## config.mk

```make
export PLATFORM = sky130hd
export DESIGN_NAME = sesr_core
export DESIGN_NICKNAME = d
export VERILOG_FILES = /design/src/verilog/sesr_pkg.sv /design/src/verilog/sesr_core.sv /design/src/verilog/sesr_idn.sv
export SDC_FILE = /design/constraint.sdc
export NUM_CORES = 1
export LEC_CHECK = 0
export BUFFER_PORTS_ARGS = -buffer_cell sky130_fd_sc_hd__buf_2
export CORE_MARGIN = 3
export CORE_UTILIZATION = 40
export DETAILED_ROUTE_END_ITERATION = 10
export HOLD_SLACK_MARGIN = 0.03
export SYNTH_ARGS = -nofsm -noshare
export SYNTH_HDL_FRONTEND = slang
export SYNTH_SLANG_ARGS = --single-unit
```

## constraint.sdc

```tcl
create_clock -name core_clk -period 2.3 [get_ports core_clk]
set_input_delay 0.46 -clock core_clk [delete_from_list [all_inputs] [get_ports core_clk]]
set_output_delay 0.46 -clock core_clk [all_outputs]
set_load 0.02 [all_outputs]
```

## src/verilog/sesr_pkg.sv

```systemverilog
// Shared constants and types for the standard event status block
package sesr_pkg;

  // ----------------------------------------------------------------
  // Command codes from the parser
  // ----------------------------------------------------------------
  localparam int unsigned CMD_W = 4;
  localparam logic [3:0] CMD_CLS = 4'h0;
  localparam logic [3:0] CMD_ESE = 4'h1;
  localparam logic [3:0] CMD_ESE_Q = 4'h2;
  localparam logic [3:0] CMD_ESR_Q = 4'h3;
  localparam logic [3:0] CMD_IDN_Q = 4'h4;
  localparam logic [3:0] CMD_OPC = 4'h5;
  localparam logic [3:0] CMD_OPC_Q = 4'h6;
  localparam logic [3:0] CMD_WAI = 4'h7;
  localparam logic [3:0] CMD_SRE = 4'h8;
  localparam logic [3:0] CMD_SRE_Q = 4'h9;
  localparam logic [3:0] CMD_STB_Q = 4'ha;

  // ----------------------------------------------------------------
  // Standard event flag positions
  // ----------------------------------------------------------------
  localparam int unsigned EV_OPC = 0;
  localparam int unsigned EV_QRY = 2;
  localparam int unsigned EV_DEV = 3;
  localparam int unsigned EV_EXE = 4;
  localparam int unsigned EV_CMD = 5;
  localparam logic [7:0] EV_USED = 8'h3d;

  // ----------------------------------------------------------------
  // Status byte positions
  // ----------------------------------------------------------------
  localparam int unsigned SB_BUSY = 0;
  localparam int unsigned SB_ERRQ = 2;
  localparam int unsigned SB_QUES = 3;
  localparam int unsigned SB_MAV = 4;
  localparam int unsigned SB_ESB = 5;
  localparam int unsigned SB_MSS = 6;
  localparam int unsigned SB_OPER = 7;
  localparam logic [7:0] SRE_WMASK = 8'hbf;

  // ----------------------------------------------------------------
  // Reset values, error classes, replies
  // ----------------------------------------------------------------
  localparam logic [7:0] ESE_RST = 8'h00;
  localparam logic [7:0] SRE_RST = 8'h00;
  localparam logic [7:0] EVT_RST = 8'h00;
  localparam logic [2:0] ERR_CMD = 3'h1;
  localparam logic [2:0] ERR_EXE = 3'h2;
  localparam logic [2:0] ERR_DEV = 3'h3;
  localparam logic [2:0] ERR_QRY = 3'h4;
  localparam logic [7:0] ASCII_0 = 8'h30;
  localparam logic [7:0] ASCII_1 = 8'h31;

  typedef enum logic [1:0] {SESR_RUN, SESR_WAIT, SESR_IDN} sesr_cmd_e;
  typedef enum logic {SESR_OPC_IDLE, SESR_OPC_ARMED} sesr_opc_e;

endpackage

```

## src/verilog/sesr_core.sv

```systemverilog
// Standard event status reporting core driven by common commands
//
// Overview of operation
// - Clear-status empties errors, idles completion tracking
// - Clear-status zeroes event registers, keeps enables
// - Enable mask is 0..255, resets to zero
// - Summary bit 5 ORs enabled event flags
// - Enable query returns mask unchanged
// - Event query returns flags, then clears them
// - Error class sets its own event bit
// - Current/voltage fault sets device error bit
// - Completion command zeroes bit 0, sets later
// - Completion command never stalls later commands
// - Completion query answers ASCII 0 or 1
// - Completion needs all three units idle
// - Wait command holds next command until idle
// - Identity reply has four comma-separated fields
// - Status bit 6 ORs service-enabled bits
`timescale 1ns/1ns
module sesr_core #(
  parameter int unsigned NUM_UNITS = 3,
  parameter int unsigned ERRQ_DEPTH = 16
) (
  input wire logic core_clk,
  input wire logic srst,
  input wire logic cmd_valid,
  input wire logic [sesr_pkg::CMD_W-1:0] cmd_code,
  input wire logic [7:0] cmd_arg,
  input wire logic err_valid,
  input wire logic [2:0] err_class,
  input wire logic [NUM_UNITS-1:0] unit_busy,
  input wire logic [7:0] oper_evt_set,
  input wire logic [7:0] ques_evt_set,
  input wire logic msg_avail,
  output logic cmd_ready,
  output logic rsp_valid,
  output logic [7:0] rsp_data,
  output logic rsp_last,
  output logic [7:0] status_byte,
  output logic [7:0] err_count
);
  import sesr_pkg::*;

  // ----------------------------------------------------------------
  // State
  // ----------------------------------------------------------------
  logic [7:0] ese_q, ese_d;
  logic [7:0] sre_q, sre_d;
  logic [7:0] esr_q, esr_d;
  logic [7:0] oper_q, oper_d;
  logic [7:0] ques_q, ques_d;
  logic [7:0] errq_q, errq_d;
  logic [7:0] stb_q, stb_d;
  sesr_opc_e opc_q, opc_d;
  sesr_cmd_e st_q, st_d;
  logic rdy_q, rdy_d;
  logic rspv_q, rspv_d;
  logic [7:0] rspd_q, rspd_d;
  logic rspl_q, rspl_d;
  logic take;
  logic all_idle;
  logic opc_done;
  logic [7:0] esr_set;
  logic [7:0] sb_base;
  logic idn_start;
  logic idn_valid;
  logic [7:0] idn_data;
  logic idn_last;

  // Map an error class onto its event flag
  function automatic logic [7:0] class_bit(input logic vld, input logic [2:0] cls);
    class_bit = 8'h00;
    if (vld) begin
      case (cls)
        ERR_CMD: class_bit[EV_CMD] = 1'b1;
        ERR_EXE: class_bit[EV_EXE] = 1'b1;
        ERR_DEV: class_bit[EV_DEV] = 1'b1;
        ERR_QRY: class_bit[EV_QRY] = 1'b1;
        default: class_bit = 8'h00;
      endcase
    end
  endfunction

  // ----------------------------------------------------------------
  // Event sources
  // ----------------------------------------------------------------
  // Commands are only taken while ready; the parser must wait otherwise
  assign take = cmd_valid && rdy_q;
  assign all_idle = (unit_busy == '0);
  // No completion in the cycle that re-arms, so bit 0 is seen low once
  assign opc_done = (opc_q == SESR_OPC_ARMED) && all_idle &&
                    !(take && cmd_code == CMD_OPC);
  always_comb begin
    esr_set = class_bit(err_valid, err_class);
    if (ques_evt_set[1:0] != 2'b00) begin
      esr_set[EV_DEV] = 1'b1;
    end
    if (opc_done) begin
      esr_set[EV_OPC] = 1'b1;
    end
  end

  // Status byte sources before the service summary
  always_comb begin
    sb_base = 8'h00;
    sb_base[SB_BUSY] = !all_idle;
    sb_base[SB_ERRQ] = (errq_q != 8'h00);
    sb_base[SB_QUES] = |ques_q;
    sb_base[SB_MAV] = msg_avail;
    sb_base[SB_ESB] = |(esr_q & ese_q);
    sb_base[SB_OPER] = |oper_q;
  end

  // ----------------------------------------------------------------
  // Command execution and register next values
  // ----------------------------------------------------------------
  // Clears are applied first and sets after, so a same-cycle event survives
  always_comb begin
    ese_d = ese_q;
    sre_d = sre_q;
    esr_d = esr_q;
    oper_d = oper_q;
    ques_d = ques_q;
    errq_d = errq_q;
    opc_d = opc_q;
    st_d = st_q;
    rdy_d = rdy_q;
    rspv_d = 1'b0;
    rspd_d = 8'h00;
    rspl_d = 1'b0;
    idn_start = 1'b0;
    if (take) begin
      case (cmd_code)
        CMD_CLS: begin
          esr_d = EVT_RST;
          oper_d = EVT_RST;
          ques_d = EVT_RST;
          errq_d = 8'h00;
          opc_d = SESR_OPC_IDLE;
        end
        CMD_ESE: ese_d = cmd_arg;
        CMD_ESE_Q: begin
          rspv_d = 1'b1;
          rspd_d = ese_q;
          rspl_d = 1'b1;
        end
        CMD_ESR_Q: begin
          rspv_d = 1'b1;
          rspd_d = esr_q;
          rspl_d = 1'b1;
          esr_d = EVT_RST;
        end
        CMD_OPC: begin
          esr_d[EV_OPC] = 1'b0;
          opc_d = SESR_OPC_ARMED;
        end
        CMD_OPC_Q: begin
          rspv_d = 1'b1;
          rspl_d = 1'b1;
          // Unarmed tracking answers one, which the host must not trust
          rspd_d = (opc_q == SESR_OPC_ARMED) ? ASCII_0 : ASCII_1;
        end
        CMD_WAI: begin
          if (!all_idle) begin
            st_d = SESR_WAIT;
            rdy_d = 1'b0;
          end
        end
        CMD_IDN_Q: begin
          idn_start = 1'b1;
          st_d = SESR_IDN;
          rdy_d = 1'b0;
        end
        CMD_SRE: sre_d = cmd_arg & SRE_WMASK;
        CMD_SRE_Q: begin
          rspv_d = 1'b1;
          rspd_d = sre_q;
          rspl_d = 1'b1;
        end
        CMD_STB_Q: begin
          rspv_d = 1'b1;
          rspd_d = stb_q;
          rspl_d = 1'b1;
        end
        default: begin
          rspv_d = 1'b0;
        end
      endcase
    end
    if (opc_done) begin
      opc_d = SESR_OPC_IDLE;
    end
    esr_d = (esr_d | esr_set) & EV_USED;
    oper_d = oper_d | oper_evt_set;
    ques_d = ques_d | ques_evt_set;
    if (err_valid && errq_d != 8'(ERRQ_DEPTH)) begin
      errq_d = errq_d + 8'h01;
    end
    // Hold-off and reply streaming
    case (st_q)
      SESR_WAIT: begin
        if (all_idle) begin
          st_d = SESR_RUN;
          rdy_d = 1'b1;
        end
      end
      SESR_IDN: begin
        rspv_d = idn_valid;
        rspd_d = idn_data;
        rspl_d = idn_last;
        if (idn_valid && idn_last) begin
          st_d = SESR_RUN;
          rdy_d = 1'b1;
        end
      end
      default: begin
        // Idle keeps the state a command chose; ready returns after reset
        if (st_d == SESR_RUN) begin
          rdy_d = 1'b1;
        end
      end
    endcase
  end

  // Status byte follows its sources one cycle later
  always_comb begin
    stb_d = sb_base;
    stb_d[SB_MSS] = |(sb_base & sre_q);
  end

  // ----------------------------------------------------------------
  // Registers
  // ----------------------------------------------------------------
  always_ff @(posedge core_clk) begin
    if (srst) begin
      ese_q <= ESE_RST;
      sre_q <= SRE_RST;
      esr_q <= EVT_RST;
      oper_q <= EVT_RST;
      ques_q <= EVT_RST;
      errq_q <= 8'h00;
      stb_q <= 8'h00;
      opc_q <= SESR_OPC_IDLE;
      st_q <= SESR_RUN;
      rdy_q <= 1'b0;
      rspv_q <= 1'b0;
      rspd_q <= 8'h00;
      rspl_q <= 1'b0;
    end else begin
      ese_q <= ese_d;
      sre_q <= sre_d;
      esr_q <= esr_d;
      oper_q <= oper_d;
      ques_q <= ques_d;
      errq_q <= errq_d;
      stb_q <= stb_d;
      opc_q <= opc_d;
      st_q <= st_d;
      rdy_q <= rdy_d;
      rspv_q <= rspv_d;
      rspd_q <= rspd_d;
      rspl_q <= rspl_d;
    end
  end

  // Identity text generator; its output is re-registered above
  sesr_idn u_idn (
    .core_clk(core_clk),
    .srst(srst),
    .start(idn_start),
    .char_valid(idn_valid),
    .char_data(idn_data),
    .char_last(idn_last)
  );

  assign cmd_ready = rdy_q;
  assign rsp_valid = rspv_q;
  assign rsp_data = rspd_q;
  assign rsp_last = rspl_q;
  assign status_byte = stb_q;
  assign err_count = errq_q;

  // ----------------------------------------------------------------
  // Checks
  // ----------------------------------------------------------------
  chk_esb_summary: assert property (@(posedge core_clk) disable iff (srst)
    !$past(srst) |-> stb_q[SB_ESB] == $past(|(esr_q & ese_q)))
    else $error("event summary bit wrong");
  chk_unused_zero: assert property (@(posedge core_clk) disable iff (srst)
    (esr_q & ~EV_USED) == 8'h00)
    else $error("unused event bit set");
  chk_esr_readclr: assert property (@(posedge core_clk) disable iff (srst)
    take && cmd_code == CMD_ESR_Q |=> rsp_valid && rsp_data == $past(esr_q)
      && esr_q == ($past(esr_set) & EV_USED))
    else $error("event query did not read then clear");
  chk_ese_query: assert property (@(posedge core_clk) disable iff (srst)
    take && cmd_code == CMD_ESE_Q |=> rsp_data == $past(ese_q) && $stable(ese_q))
    else $error("enable query wrong");
  chk_cls_keeps: assert property (@(posedge core_clk) disable iff (srst)
    take && cmd_code == CMD_CLS |=> ques_q == $past(ques_evt_set) && $stable(ese_q)
      && $stable(sre_q) && opc_q == SESR_OPC_IDLE)
    else $error("clear-status wrong");
  chk_cls_errq: assert property (@(posedge core_clk) disable iff (srst)
    take && cmd_code == CMD_CLS && !err_valid |=> err_count == 8'h00)
    else $error("error queue not emptied");
  chk_err_class: assert property (@(posedge core_clk) disable iff (srst)
    err_valid && err_class == ERR_EXE |=> esr_q[EV_EXE])
    else $error("execution error not flagged");
  chk_fault_dev: assert property (@(posedge core_clk) disable iff (srst)
    ques_evt_set[1:0] != 2'b00 |=> esr_q[EV_DEV] ##1 status_byte[SB_QUES])
    else $error("fault did not flag device error");
  chk_opc_arm: assert property (@(posedge core_clk) disable iff (srst)
    take && cmd_code == CMD_OPC |=> !esr_q[EV_OPC] && cmd_ready)
    else $error("completion command wrong");
  chk_opc_busy: assert property (@(posedge core_clk) disable iff (srst)
    opc_q == SESR_OPC_ARMED && !all_idle && !esr_q[EV_OPC] |=> !esr_q[EV_OPC])
    else $error("completion flagged while busy");
  chk_opc_query: assert property (@(posedge core_clk) disable iff (srst)
    take && cmd_code == CMD_OPC_Q |=>
      rsp_data == ($past(opc_q == SESR_OPC_ARMED) ? ASCII_0 : ASCII_1))
    else $error("completion query answer wrong");
  chk_wai_hold: assert property (@(posedge core_clk) disable iff (srst)
    take && cmd_code == CMD_WAI && !all_idle |=> !cmd_ready)
    else $error("wait did not hold commands");
  chk_sticky_dev: assert property (@(posedge core_clk) disable iff (srst)
    esr_q[EV_DEV] && !(take && (cmd_code == CMD_ESR_Q || cmd_code == CMD_CLS))
      |=> esr_q[EV_DEV])
    else $error("event flag lost");
  chk_mss_sum: assert property (@(posedge core_clk) disable iff (srst)
    !$past(srst) |-> status_byte[SB_MSS] == $past(|(sb_base & sre_q)))
    else $error("service summary wrong");

endmodule

```

## src/verilog/sesr_idn.sv

```systemverilog
// Identification reply streamer, one character per clock
`timescale 1ns/1ns
module sesr_idn #(
  parameter int unsigned TEXT_LEN = 38,
  // Arbitrary neutral identification text
  parameter logic [8*TEXT_LEN-1:0] TEXT = "MAKER,MODEL 0-0 01/01/2000,000000,0.00"
) (
  input wire logic core_clk,
  input wire logic srst,
  input wire logic start,
  output logic char_valid,
  output logic [7:0] char_data,
  output logic char_last
);
  import sesr_pkg::*;

  // ----------------------------------------------------------------
  // Character walk
  // ----------------------------------------------------------------
  logic [7:0] idx_q, idx_d;
  logic run_q, run_d;
  logic valid_q, valid_d;
  logic [7:0] data_q, data_d;
  logic last_q, last_d;

  // Pick one character, first character in the top byte
  function automatic logic [7:0] text_char(input logic [7:0] i);
    text_char = TEXT[8*(TEXT_LEN-1-int'(i)) +: 8];
  endfunction

  // Four comma-separated fields leave in order, no gaps
  always_comb begin
    idx_d = idx_q;
    run_d = run_q;
    valid_d = 1'b0;
    data_d = 8'h00;
    last_d = 1'b0;
    if (run_q) begin
      valid_d = 1'b1;
      data_d = text_char(idx_q);
      last_d = (idx_q == 8'(TEXT_LEN - 1));
      idx_d = idx_q + 8'h01;
      if (last_d) begin
        run_d = 1'b0;
        idx_d = 8'h00;
      end
    end else if (start) begin
      run_d = 1'b1;
      idx_d = 8'h00;
    end
  end

  // Registers only
  always_ff @(posedge core_clk) begin
    if (srst) begin
      idx_q <= 8'h00;
      run_q <= 1'b0;
      valid_q <= 1'b0;
      data_q <= 8'h00;
      last_q <= 1'b0;
    end else begin
      idx_q <= idx_d;
      run_q <= run_d;
      valid_q <= valid_d;
      data_q <= data_d;
      last_q <= last_d;
    end
  end

  assign char_valid = valid_q;
  assign char_data = data_q;
  assign char_last = last_q;

endmodule

```

==> out/results.txt <==
The die outline width works out to 108 µm. The area of the core is 10000 µm², and the number of standard-cell rows in the floorplan is 36. The biggest fanout along the worst timing path was 5.

After detailed routing, the average wire length per cell comes to 15.0 µm. The clock input transition at the sequential cells of the worst setup and hold paths is 0.09 ns. In the global route stage, met1 resource usage came out at 27.9%. The mean area per synthesized cell came out at 8.28 µm². The final worst slack is 0.240 ns, and the number of max-cap violations is 0.

The post-route fraction of the period consumed by the critical path was 89.6%; the filler cell count was 981. Timing would allow up to 485 MHz. Yosys mapped the design onto 66 distinct sky130hd cell types. The congestion estimate from routability-driven global placement came to 0.898. The total power per unit cell area was 615 nW/µm²; the leakage power total was 0.00215 µW.

Number of antenna diodes: 0. The via count of the first global-routing pass is 3540, and the gate count after technology mapping is 506. Among all flip-flop cells after synthesis, the most frequent one is dfxtp_1. In this run the post-CTS setup repair buffer count came out at 0. For this design the total switching power over the nets is 757 µW. The top cell types in the final layout, fill and taps aside, are dfxtp_1, nor2_1, buf_2. The logs give 0 for the final hold violation count and 18.7% for the total routing resource utilization after global routing.

Synthesis produced a netlist with a net count of 553. Power share of the clock group: 43.2%. Proportion of layout cells with a drive suffix above 1: 19.9%. In this run the tightest slew margin relative to its limit is 59.1%.

For the final wirelength, the log shows 10700 µm. Die area: 11700 µm². At the end of the flow the core is filled with cells to 50.0%. For the total CTS buffers, the log shows 9. The tools report the kind of capture point of the worst setup path as a flop. The number of levels the H-tree was split into was 3. In this run, synthesis produced a sequential element count of 83. After layout, the design draws a total of 3080 µW. At the worst endpoint, the arrival time is 2.34 ns. The transition time of the tightest slew-check pin is 0.609 ns, and the post-cts sizing count is 0. After detailed routing, the number of remaining DRC violations is 0. Dividing the detail-routed via count by the number of cells gives 5.45.

Net switching is 24.6% of the power. During synthesis, Yosys emitted a total of 0 warnings. The height of the die is 108 µm, and the count of buffers inserted at the top-level ports is 64. Once detailed placement completed, the half-perimeter wirelength came to 8080 µm.

Start-to-end type of the worst setup path: reg2reg. Number of buffers and inverters on the critical path: 0. In the synthesized netlist the async set-or-reset flop fraction comes to 0%. In this run the most used layer during global routing was met1. For the final setup TNS, the log shows 0 ns. Pin placement for this block handled 66 I/O pins. In this run the clock root is driven by a clkbuf_8.

The number of cells after detailed placement was 699. The finished layout holds 715 standard cells, fillers aside. In this run the cell area of the synthesized design comes to 4190 µm². For this run, global-route usage on met2 was measured as 27.4%. Following the worst setup path forward leads to its endpoint at err_count[6]$_SDFF_PP0_. The run gives 0.312 mV as the highest ir drop seen on vdd.

The cell with the largest stage delay on the worst path was dfxtp_1. The power share of the combinational group came out at 7.9%. The clock latency on the worst-skew pair is 0.35 ns, and the post-synthesis to final-layout area growth is 19.3%. In this run, synthesis inferred 0 flip-flops with an integrated enable. Final worst clock skew: 0.00871 ns. TritonCTS built the clock tree. In this design, the critical path's most frequently occurring cell is nand2_1. Summing the sequential cell areas from Yosys gives 39.7% of the chip area. After the last flow step, the layout net total stands at 624.

Counting along the longest clock path gives a buffer depth of 2. The initial utilization of the core area, before any placement, comes to 41.9%. The run gives 0 as the total congestion overflow. The number of max-slew violations in the final report was 0.

The run finished with clean final reports. The worst register-to-register path ends at err_count[6]$_SDFF_PP0_. The number of gates on the worst path with buffers counted came out at 10. In this run the register-to-register setup slack is 0.24 ns.

STA classifies the critical path startpoint as a flop. On the worst path, the slowest cell contributes a delay of 0.40 ns. The first-pass iteration count of the detailed router was 5; the total setup violations reported at the end of the flow was 0. The number of antenna violations at the first check in global routing was 0.

Setup repair after global routing left no endpoint under its margin. Subtracting the final worst setup slack from the clock period gives 2.06 ns. In this run the worst hold path is classified as in2reg. The detailed router's first-iteration violation count is 204. Among cell families on the critical path, the largest total delay comes from simple AND/OR/NAND/NOR gates. The count of nets left with antenna violations once routing finished came out at 0.

Internal power comes to 2320 µW. Traced cell by cell, the critical path runs through and4bb_2 > nand2_1 > nand2_1 > ha_1 > nand2_1 > nor3_2 > and4b_1 > and4_1 > xnor2_1 > nor3_1. For the worst flop-to-flop path, the logic depth is 10. The logs give 83 for the count of clock tree sinks and 42 for the pin count of the biggest net entering global routing. The global-route wire length before repair was 17600 µm.

Reg-to-reg critical path startpoint: cmd_ready$_SDFF_PP0_. Sequential cells account for 49.0% of the total power. Setup slack after placement: 0.0272 ns.

The tools report the number of hold buffers added after cts as 0. The worst endpoint required time is 2.58 ns. The tools report the launching instance or port of the critical path as cmd_ready$_SDFF_PP0_. The logs give 3.70% for the met3 global-route usage and 3900 for the via total after detailed routing.

The library cell used most frequently in the layout, excluding fill and tap cells, is dfxtp_1.
-- state kept, by name, summed over array words and instances, names as in the netlist, 8 cells and up --
name,cells
rsp_data,8
ese_q,8
ques_q,8
err_count,8
oper_q,8
u_idn.idx_q,8
-- per-stage QoR --
| step | area (µm²) | hold WS (ns) |
|---|---|---|
| after global routing | 5000 | 0.285 |
| final | 5000 | 0.308 |
| after CTS | 5000 | 0.289 |
| after floorplan | 4190 | 0.396 |
| after detailed placement | 4750 | 0.422 |
| after global placement | 4750 | 0.429 |
-- power by group through the flow --
| stage | Combinational [µW] | Clock (µW) | Sequential (µW) |
|---|---|---|---|
| 2_1_floorplan | 128 | 0 | 1540 |
| 3_3_place_gp | 236 | 0 | 1540 |
| 3_5_place_dp | 241 | 0 | 1540 |
| 4_1_cts | 242 | 1360 | 1510 |
| 5_1_grt | 269 | 1420 | 1510 |
| 6_report | 242 | 1330 | 1510 |
-- cells in the mapped netlist (4+ instances only) --
cell,instances,area share (%)
a211oi_1,6,1.1
a21oi_1,51,6.1
a22o_1,6,1.3
a22oi_1,6,1.1
a31oi_1,5,0.75
and2_1,4,0.60
and3_1,5,0.75
buf_1,6,0.54
buf_2,8,0.96
clkbuf_1,15,1.3
dfxtp_1,83,40
ha_1,8,2.4
inv_1,7,0.63
mux2i_1,23,5.5
nand2_1,45,4.0
nand2b_1,5,0.75
nand3_1,14,1.7
nand3b_1,4,0.72
nand4_1,6,0.90
nor2_1,68,6.1
nor2b_1,9,1.3
nor3_1,10,1.2
nor4_1,5,0.75
o211ai_1,4,0.72
o21ai_0,14,1.7
o21ai_1,13,1.6
or3_1,4,0.60
xnor2_1,11,2.3
xor2_1,7,1.5
-- worst min path at each step --
stage / startpoint / end / cells after the start
6_report: ques_evt_set[7] / ques_q[7]$_SDFF_PP0_ / 3
5_1_grt: ques_evt_set[7] / ques_q[7]$_SDFF_PP0_ / 3
4_1_cts: ques_evt_set[7] / ques_q[7]$_SDFF_PP0_ / 3
3_5_place_dp: u_idn.char_data[6]$_SDFF_PP0_ / rsp_data[6]$_SDFF_PP0_ / 2
3_3_place_gp: u_idn.char_data[0]$_SDFF_PP0_ / rsp_data[0]$_SDFF_PP0_ / 2
2_1_floorplan: u_idn.char_data[6]$_SDFF_PP0_ / rsp_data[6]$_SDFF_PP0_ / 2
-- worst min-delay path, delay by kind of cell --
kind                   cells  cell delay, ns
AOI/OAI and AO/OA          1            0.03
and+or+nand+nor            1            0.06
buffers and inverters      1            0.08
-- per-layer routing --
| metal | vias to the layer above | part of all wire, % |
|---|---|---|
| met1 | 1800 | 50 |
| met2 | 119 | 43 |
| met4 | 0 | 1.2 |
| li1 | 1968 | - |
| met3 | 13 | 5.4 |
| met5 | - | 0 |
-- cell families after synthesis --
group	after synthesis	share of synthesized area (%)
compound gates	133	20.3
buf+inv	40	4.00
other cells	1	0.0895
simple gates	198	23.2
xor+xnor	20	4.81
flops	83	39.7
mux	23	5.49
fa+ha+maj	8	2.39
-- final cells by class --
| class | count | area (µm²) | area share (%) |
|---|---|---|---|
| timing repair buffer | 91 | 523 | 10.5 |
| clock buffer | 9 | 124 | 2.48 |
| sequential | 83 | 1660 | 33.2 |
| tap | 133 | 166 | 3.33 |
| clock inverter | 7 | 130 | 2.60 |
| multi-input combinational | 383 | 2360 | 47.2 |
| inverter | 9 | 33.8 | 0.676 |
Power figures use the tool's default switching activity.
